<file path="config.mk">
export PLATFORM = sky130hd
export DESIGN_NAME = e1oba_top
export DESIGN_NICKNAME = d
export VERILOG_FILES = /design/src/design/e1oba_pkg.sv /design/src/design/e1oba_ts0_if.sv /design/src/design/e1oba_rx_capture.sv /design/src/design/e1oba_tx_insert.sv /design/src/design/e1oba_top.sv
export SDC_FILE = /design/constraint.sdc
export NUM_CORES = 1
export LEC_CHECK = 0
export ABC_AREA = 1
export CORE_MARGIN = 2
export CORE_UTILIZATION = 30
export DETAILED_ROUTE_END_ITERATION = 8
export DONT_BUFFER_PORTS = 1
export MAX_ROUTING_LAYER = met4
export PLACE_DENSITY_LB_ADDON = 0.12
export SYNTH_ARGS = -nofsm -noshare
export SYNTH_HDL_FRONTEND = slang
export SYNTH_SLANG_ARGS = --single-unit
</file>
<file path="constraint.sdc">
create_clock -name MCLK -period 1.8 [get_ports MCLK]
set_clock_uncertainty 0.15 [all_clocks]
set_input_delay 0 -clock MCLK [delete_from_list [all_inputs] [get_ports MCLK]]
set_output_delay 0 -clock MCLK [all_outputs]
set_load 0.005 [all_outputs]
</file>
<file path="src/design/e1oba_pkg.sv">
// Summary of operation
// [RULE_01] Received international and additional bits go into the receive words exactly as they arrive, unchecked.
// [RULE_02] Both receive words are refreshed in the cycle that raises the receive align frame flag.
// [RULE_03] The host reads the receive words within 250 us of the receive flag, or the values are overwritten.
// [RULE_04] Both transmit words are sampled when the transmit align frame flag is raised and feed the outgoing overhead.
// [RULE_05] The host updates the transmit words within 250 us of the transmit flag, else the old contents are resent.
// [RULE_06] The international bit is replaced when sourced from serial input, in CRC4 mode, or with automatic E-bit insertion.
// [RULE_07] The additional bits are replaced whenever any of transmit control bits 3 to 7 is one.
// [RULE_08] The receive align word holds the international bit in bit 7 and the seven alignment bits in bits 6 to 0.
// [RULE_09] The receive non-align word holds international, marker, remote alarm and additional bits 4 to 8, bit 7 down.
// [RULE_10] The host writes the alignment pattern 0011011 into bits 6 to 0 of the transmit align word.
// [RULE_11] The host writes a one into bit 6 of the transmit non-align word.
// [RULE_12] Transmit non-align bit 5 goes out as remote alarm, bit 7 as international, bits 4 to 0 as additional bits.
// [RULE_13] Align words go with alignment frames, non-align words with the alternate frames, on both directions.
// [RULE_14] Each align frame flag is raised once per two-frame period, in step with its direction's frame timing.
package e1oba_pkg;

    localparam logic [7:0] OFS_TX_ALIGN_WORD    = 8'h20;
    localparam logic [7:0] OFS_TX_NONALIGN_WORD = 8'h21;
    localparam logic [7:0] OFS_RX_ALIGN_WORD    = 8'h28;
    localparam logic [7:0] OFS_RX_NONALIGN_WORD = 8'h29;

    localparam logic [7:0] RST_TX_ALIGN_WORD    = 8'h00;
    localparam logic [7:0] RST_TX_NONALIGN_WORD = 8'h00;
    localparam logic [7:0] RST_RX_WORD          = 8'h00;
    localparam logic [7:0] READ_UNMAPPED        = 8'h00;

    localparam int SI_BIT  = 7;
    localparam int NAM_BIT = 6;
    localparam int RAI_BIT = 5;
    localparam int SA_HI   = 4;
    localparam int SA_LO   = 0;
    localparam int TCR_SA_HI = 7;
    localparam int TCR_SA_LO = 3;

    localparam logic [6:0] FAS_PATTERN = 7'h1B;

endpackage

</file>
<file path="src/design/e1oba_ts0_if.sv">
`timescale 1ns/1ps
// one time-slot-zero octet and its frame type
interface e1oba_ts0_if;
    logic       valid;
    logic       align;
    logic [7:0] data;

    modport prod (output valid, output align, output data);
    modport cons (input valid, input align, input data);
endinterface

</file>
<file path="src/design/e1oba_rx_capture.sv">
`timescale 1ns/1ps
module e1oba_rx_capture (
    input  wire logic  clk,
    input  wire logic  rst_n,
    e1oba_ts0_if.cons  ts0,
    output logic [7:0] align_word,
    output logic [7:0] nonalign_word,
    output logic       align_flag
);
    logic [7:0] pend_nonalign;
    logic [7:0] next_pend_nonalign;
    logic [7:0] next_align_word;
    logic [7:0] next_nonalign_word;
    logic       next_align_flag;

    // non-align octet waits in a shadow so both words change together
    always_comb begin
        next_pend_nonalign = pend_nonalign;
        next_align_word    = align_word;
        next_nonalign_word = nonalign_word;
        next_align_flag    = 1'b0;
        if (ts0.valid && !ts0.align) begin
            next_pend_nonalign = ts0.data;                 // RULE_13
        end
        if (ts0.valid && ts0.align) begin
            next_align_word    = ts0.data;                 // RULE_01
            next_nonalign_word = pend_nonalign;            // RULE_02
            next_align_flag    = 1'b1;                     // RULE_14
        end
    end

    always_ff @(posedge clk or negedge rst_n) begin
        if (!rst_n) begin
            pend_nonalign <= e1oba_pkg::RST_RX_WORD;
            align_word    <= e1oba_pkg::RST_RX_WORD;
            nonalign_word <= e1oba_pkg::RST_RX_WORD;
            align_flag    <= 1'b0;
        end else begin
            pend_nonalign <= next_pend_nonalign;
            align_word    <= next_align_word;
            nonalign_word <= next_nonalign_word;
            align_flag    <= next_align_flag;
        end
    end
endmodule

</file>
<file path="src/design/e1oba_tx_insert.sv">
`timescale 1ns/1ps
module e1oba_tx_insert (
    input  wire logic       clk,
    input  wire logic       rst_n,
    e1oba_ts0_if.cons       req,
    input  wire logic [7:0] align_reg,
    input  wire logic [7:0] nonalign_reg,
    input  wire logic       si_override,
    input  wire logic       sa_override,
    output logic            out_valid,
    output logic [7:0]      out_data,
    output logic            align_flag
);
    logic [7:0] samp_align;
    logic [7:0] samp_nonalign;
    logic [7:0] next_samp_align;
    logic [7:0] next_samp_nonalign;
    logic       next_out_valid;
    logic [7:0] next_out_data;
    logic       next_align_flag;
    logic [7:0] word;

    always_comb begin
        next_samp_align    = samp_align;
        next_samp_nonalign = samp_nonalign;
        next_align_flag    = 1'b0;
        next_out_valid     = req.valid;
        if (req.valid && req.align) begin
            next_samp_align    = align_reg;                // RULE_04
            next_samp_nonalign = nonalign_reg;             // RULE_04
            next_align_flag    = 1'b1;                     // RULE_14
        end
        // align frame uses the value sampled right now, not the stale copy
        word = req.align ? align_reg : samp_nonalign;      // RULE_13 RULE_05
        if (si_override) begin
            word[e1oba_pkg::SI_BIT] = req.data[e1oba_pkg::SI_BIT];              // RULE_06
        end
        // marker and remote alarm always come from the register
        if (sa_override && !req.align) begin
            word[e1oba_pkg::SA_HI:e1oba_pkg::SA_LO] =
                req.data[e1oba_pkg::SA_HI:e1oba_pkg::SA_LO];                    // RULE_07
        end
        next_out_data = req.valid ? word : out_data;       // RULE_12
    end

    always_ff @(posedge clk or negedge rst_n) begin
        if (!rst_n) begin
            samp_align    <= e1oba_pkg::RST_TX_ALIGN_WORD;
            samp_nonalign <= e1oba_pkg::RST_TX_NONALIGN_WORD;
            out_valid     <= 1'b0;
            out_data      <= 8'h00;
            align_flag    <= 1'b0;
        end else begin
            samp_align    <= next_samp_align;
            samp_nonalign <= next_samp_nonalign;
            out_valid     <= next_out_valid;
            out_data      <= next_out_data;
            align_flag    <= next_align_flag;
        end
    end
endmodule

</file>
<file path="src/design/e1oba_top.sv">
`timescale 1ns/1ps
module e1oba_top (
    input  wire logic       MCLK,
    input  wire logic       RST_N,
    input  wire logic [7:0] HOST_ADDR,
    input  wire logic [7:0] HOST_WDATA,
    input  wire logic       HOST_WR,
    input  wire logic       HOST_RD,
    output logic [7:0]      HOST_RDATA,
    input  wire logic       RX_TS0_VALID,
    input  wire logic       RX_TS0_ALIGN,
    input  wire logic [7:0] RX_TS0_DATA,
    input  wire logic       TX_TS0_REQ,
    input  wire logic       TX_TS0_ALIGN,
    input  wire logic       TX_SI_ALT,
    input  wire logic [4:0] TX_SA_ALT,
    input  wire logic       TX_SI_SERIAL,
    input  wire logic       TX_CRC4_EN,
    input  wire logic       TX_AUTO_EBIT,
    input  wire logic [7:0] TX_CTRL_REG,
    output logic            TX_TS0_VALID,
    output logic [7:0]      TX_TS0_DATA,
    output logic            RX_ALIGN_FLAG,
    output logic            TX_ALIGN_FLAG
);
    ////////////////////////////////////////////////////////////////////////////////
    // host registers

    logic [7:0] tx_align_word;
    logic [7:0] tx_nonalign_word;
    logic [7:0] next_tx_align_word;
    logic [7:0] next_tx_nonalign_word;
    logic [7:0] next_host_rdata;
    logic [7:0] read_mux;
    logic [7:0] rx_align_word;
    logic [7:0] rx_nonalign_word;

    // host strobes share MCLK with the framer, so no retiming
    always_comb begin
        next_tx_align_word    = tx_align_word;
        next_tx_nonalign_word = tx_nonalign_word;
        if (HOST_WR && HOST_ADDR == e1oba_pkg::OFS_TX_ALIGN_WORD) begin
            next_tx_align_word = HOST_WDATA;
        end
        if (HOST_WR && HOST_ADDR == e1oba_pkg::OFS_TX_NONALIGN_WORD) begin
            next_tx_nonalign_word = HOST_WDATA;
        end
        case (HOST_ADDR)
            e1oba_pkg::OFS_TX_ALIGN_WORD:    read_mux = tx_align_word;
            e1oba_pkg::OFS_TX_NONALIGN_WORD: read_mux = tx_nonalign_word;
            e1oba_pkg::OFS_RX_ALIGN_WORD:    read_mux = rx_align_word;     // RULE_08
            e1oba_pkg::OFS_RX_NONALIGN_WORD: read_mux = rx_nonalign_word;  // RULE_09
            default:                         read_mux = e1oba_pkg::READ_UNMAPPED;
        endcase
        // rdata holds until the next read so a slow host sees a steady value
        next_host_rdata = HOST_RD ? read_mux : HOST_RDATA;
    end

    always_ff @(posedge MCLK or negedge RST_N) begin
        if (!RST_N) begin
            tx_align_word    <= e1oba_pkg::RST_TX_ALIGN_WORD;
            tx_nonalign_word <= e1oba_pkg::RST_TX_NONALIGN_WORD;
            HOST_RDATA       <= e1oba_pkg::READ_UNMAPPED;
        end else begin
            tx_align_word    <= next_tx_align_word;
            tx_nonalign_word <= next_tx_nonalign_word;
            HOST_RDATA       <= next_host_rdata;
        end
    end

    ////////////////////////////////////////////////////////////////////////////////
    // receive capture

    e1oba_ts0_if rx_ts0 ();

    assign rx_ts0.valid = RX_TS0_VALID;
    assign rx_ts0.align = RX_TS0_ALIGN;
    assign rx_ts0.data  = RX_TS0_DATA;

    e1oba_rx_capture u_rx (
        .clk           (MCLK),
        .rst_n         (RST_N),
        .ts0           (rx_ts0.cons),
        .align_word    (rx_align_word),
        .nonalign_word (rx_nonalign_word),
        .align_flag    (RX_ALIGN_FLAG)
    );

    ////////////////////////////////////////////////////////////////////////////////
    // transmit insertion

    e1oba_ts0_if tx_req ();
    logic si_override;
    logic sa_override;

    // alternate bits ride in the request octet at their own positions
    assign tx_req.valid = TX_TS0_REQ;
    assign tx_req.align = TX_TS0_ALIGN;
    assign tx_req.data  = {TX_SI_ALT, 2'b00, TX_SA_ALT};
    assign si_override  = TX_SI_SERIAL | TX_CRC4_EN | TX_AUTO_EBIT;                       // RULE_06
    assign sa_override  = |TX_CTRL_REG[e1oba_pkg::TCR_SA_HI:e1oba_pkg::TCR_SA_LO];       // RULE_07

    e1oba_tx_insert u_tx (
        .clk          (MCLK),
        .rst_n        (RST_N),
        .req          (tx_req.cons),
        .align_reg    (tx_align_word),
        .nonalign_reg (tx_nonalign_word),
        .si_override  (si_override),
        .sa_override  (sa_override),
        .out_valid    (TX_TS0_VALID),
        .out_data     (TX_TS0_DATA),
        .align_flag   (TX_ALIGN_FLAG)
    );
endmodule

</file>
==> results.md <==
Run status:
- The flow ran to the end, and the final reports show no timing, DRC or antenna violations.

Synthesis:
- sky130_fd_sc_hd__dfrtp_1 takes more of the synthesized area than any other cell.
- The register bit total from synthesis is 67.
- By area, the combinational part of the netlist is dominated by simple AND/OR/NAND/NOR gates.
- The synthesized netlist cell count is approximately 360.
- Of the total synthesized cell area, the portion taken by full adders, half adders and majority gates is 0%.
- The synthesized netlist occupies a cell area of about 0.003 sq mm.
- In this run the biggest area consumer among cell types represents ~55% of the synthesized area.
- The number of distinct library cells after synthesis is 24.
- The average size of a mapped cell is around 8.6 sq um.
- The mux contribution to synthesized area is 0%.
- Of the total synthesized cell area, the portion taken by AND, OR, NAND and NOR gates is about 26%.
- The fraction of the mapped netlist area in compound gates is around 12%.
- By area the synthesized netlist is led by sky130_fd_sc_hd__dfrtp_1 (55%), sky130_fd_sc_hd__nand2_1 (14%), sky130_fd_sc_hd__nand3_1 (5.3%), sky130_fd_sc_hd__o21ai_0 (4.9%), sky130_fd_sc_hd__inv_1 (3.9%).
- Sequential elements use 55.1% of the synthesized area.
- Of the total synthesized cell area, the portion taken by XOR and XNOR cells is 0%.
- The number of nets produced by synthesis is approximately 410.
- The count of synthesis-stage warnings from yosys is 0.

Clocking:
- The CTS tree is done.
- The tree built by TritonCTS fans out to 67 sinks.
- The clock transition at the registers of the reported paths is about 80 ps.
- Counting along the longest clock path gives a buffer depth of 2.
- The total clock buffers created by CTS is 9.
- In this run the clock root is driven by a sky130_fd_sc_hd__clkbuf_8.
- The H-tree depth reported by CTS is 3.
- The clock latency reported for the late side of the worst-skew pair is about 350 ps.

Timing:
- Summed over all failing endpoints, the final setup total negative slack is 0 ps.
- The total count of hold-check failures in the final report was 0.
- The highest achievable clock rate is 0.606 GHz.
- The actual slew at the worst max-slew pin is 527 ps.
- The number of pins exceeding their max-slew limit in the final report is 0.
- The final setup violation count is 0.
- The time the worst path needs with I/O delays and setup is 1650 ps.
- The final critical path takes up between 90% and 100% of the cycle.
- Setup repair after global routing left no endpoint under its margin.
- The worst pin sits at a relative slew slack of 64.8%.

Setup path:
- The peak fanout along the critical path is 10.
- STA puts the critical path data required time at between 1500 and 2000 ps.
- The capture point of the worst reg-to-reg path is u_tx.out_data[0].
- The startpoint kind of the worst setup timing path is an input port.
- By startpoint and endpoint, the worst setup path is classified as in2reg.
- STA puts the critical path data arrival time at about 1800 ps.
- STA classifies the critical path endpoint as a register.
- Counting cells, the worst reg-to-reg path comes to 5.
- The beginning of the worst register-to-register path is tx_align_word[0].
- The register-to-register setup slack is between 200 and 300 ps.

Global route:
- After global routing the overflow that remains totals 0.
- Entering global routing, the biggest net connects 68 pins.
- The via count of the first global-routing pass is 2445.
- The number of antenna violations at the first check in global routing was 0.
- The overall routing resource usage is around 15%.
- The wire length of the first global-routing pass is around 13 mm.

Power:
- Power comes to approximately 3.6 mW.
- IR analysis of the VDD net gives a maximum drop of 347 uV.
- The leakage dissipation is between 1.5 and 2 nW.
- The total power per unit cell area is between 900 and 1000 mW/mm^2.

Detailed routing:
- The count of vias placed by the detailed router is around 2400.
- Using the TritonRoute via totals, the vias-per-cell ratio works out to about 4.5.
- The final layout contains routed wiring with a total length of 7.54 mm.
- The first detailed-routing pass ran for 4 iterations.
- The remaining number of nets flagged by the antenna check after routing is 0.
- Dividing the detail-routed wire length by the instance count gives ~14 microns.
- The first-iteration detailed-routing DRC count is approximately 110.
- After detailed routing, the number of remaining DRC violations is 0.

Place:
- At the end of routability-driven placement, the weighted congestion stood at a little over 0.7.
- The detailed placement HPWL is between 4 and 5 mm.
- Port buffering added 0 buffers.

Layout:
- Leaving out fill and tap cells, the most frequent cells in the layout are sky130_fd_sc_hd__nand2_1 (114), sky130_fd_sc_hd__dfrtp_1 (67), sky130_fd_sc_hd__dlygate4sd3_1 (44).
- Fill cells in the final layout number 1069.
- Leaving out fill and tap cells, the most frequent cell in the layout is sky130_fd_sc_hd__nand2_1.
- The fraction of final layout cells with drive strength greater than 1 is a little over a tenth.
- The number of diodes added for antenna fixing is 0.
- The growth of design area from synthesis to finish is 27.2%.
- The final net count is roughly 450.

Die:
- The number of top-level pins is 68.
- The number of cell rows is 36.
- The core area is between 0.009 and 0.01 sq mm.
- The initial utilization of the core area, before any placement, comes to between 30% and 40%.
- Measured along the y axis, the die boundary spans ~100 microns.
- The die width is between 100 and 150 microns.
- The die footprint is around 0.011 sq mm.

Hold path:
- The worst min-delay path class is in2async.

Flow run:
- The max-capacitance violation count is 0.
-- synth_stat cells (all sizes together) --
| cell type | number |
|---|---|
| clkbuf | 4 |
| o211ai | 7 |
| a21oi | 1 |
| dfrtp | 67 |
| and3 | 1 |
| nand3 | 33 |
| nand2 | 120 |
| buf | 8 |
| inv | 36 |
| clkinv | 1 |
| nor2 | 20 |
| o21ai | 56 |
| nor3 | 1 |
| nand3b | 1 |
-- critical path: stages --
cell                            delay [ps]
sky130_fd_sc_hd__dlygate4sd3_1         590
sky130_fd_sc_hd__inv_2                 180
sky130_fd_sc_hd__nand2_2               160
sky130_fd_sc_hd__o21ai_1               120
sky130_fd_sc_hd__o211ai_1              100
sky130_fd_sc_hd__dlygate4sd3_1         580
sky130_fd_sc_hd__nand2_1                60
-- layer usage --
layer / vias up / routed length, microns / GRT usage (%)
met4: 0 / 85 / 5.71
met5: - / 0 / -
li1: 1239 / - / -
met2: 73 / 3590 / 23.6
met3: 7 / 389 / 3.18
met1: 1106 / 3480 / 19.3
-- worst max path at each step --
| stage | from | end | slack [ps] |
|---|---|---|---|
| 5_1_grt | TX_TS0_ALIGN | u_tx.out_data[0] | 60 |
| 6_report | TX_TS0_ALIGN | u_tx.out_data[0] | 150 |
| 3_3_place_gp | HOST_ADDR[4] | tx_align_word[7] | 500 |
| 4_1_cts | TX_TS0_ALIGN | u_tx.out_data[2] | 40 |
| 2_1_floorplan | HOST_ADDR[1] | tx_nonalign_word[2] | 780 |
| 3_5_place_dp | HOST_ADDR[4] | tx_align_word[7] | 490 |
-- flip-flops by register name, summed over array words and instances (netlist names) --
register	count
u_rx.align_word	8
u_rx.pend_nonalign	8
u_rx.align_flag	1
u_tx.align_flag	1
u_tx.samp_nonalign	8
u_rx.nonalign_word	8
HOST_RDATA	8
u_tx.out_data	8
tx_align_word	8
tx_nonalign_word	8
u_tx.out_valid	1
-- per-stage QoR --
step / cell area, sq um / hold slack (ps) / utilization [%] / setup slack [ps] / instances
after floorplan: 3050 / -446 / - / 782 / 356
after global placement: 3170 / -442 / 32.2 / 498 / 481
after detailed placement: 3170 / -442 / 32.2 / 492 / 481
after CTS: 3870 / 42.9 / 39.4 / 35.6 / 541
after global routing: 3870 / 91.0 / 39.5 / 58.5 / 541
final: 3870 / 53.4 / 39.5 / 149 / 541
-- report_power, final --
part	switching (mW)	internal, mW
logic	0.207	0.177
registers	0.0833	1.65
clock network	0.604	0.917
-- logic make-up after synthesis --
kind of cell	count (synthesis)
compound gates	64
simple gates	176
buf+inv	49
flops	67
-- layout make-up --
class	instances	area (sq um)	share of cell area, %
repair buffers	49	498	12.9
multi-input cells	240	1160	29.8
inverters	37	139	3.58
flip-flops and latches	67	1680	43.3
clock inverters	6	115	2.97
well taps	133	166	4.29
clock buffers	9	124	3.20
-- timing repair --
| action | CTS | global route |
|---|---|---|
| buffers inserted | 0 | 0 |
| hold endpoints to repair | 126 | 0 |
| hold buffers | 45 | 0 |
| setup endpoints to repair | 0 | 5 |
| resized for setup | 0 | 1 |
No activity file was read; power rests on OpenSTA's default activity.
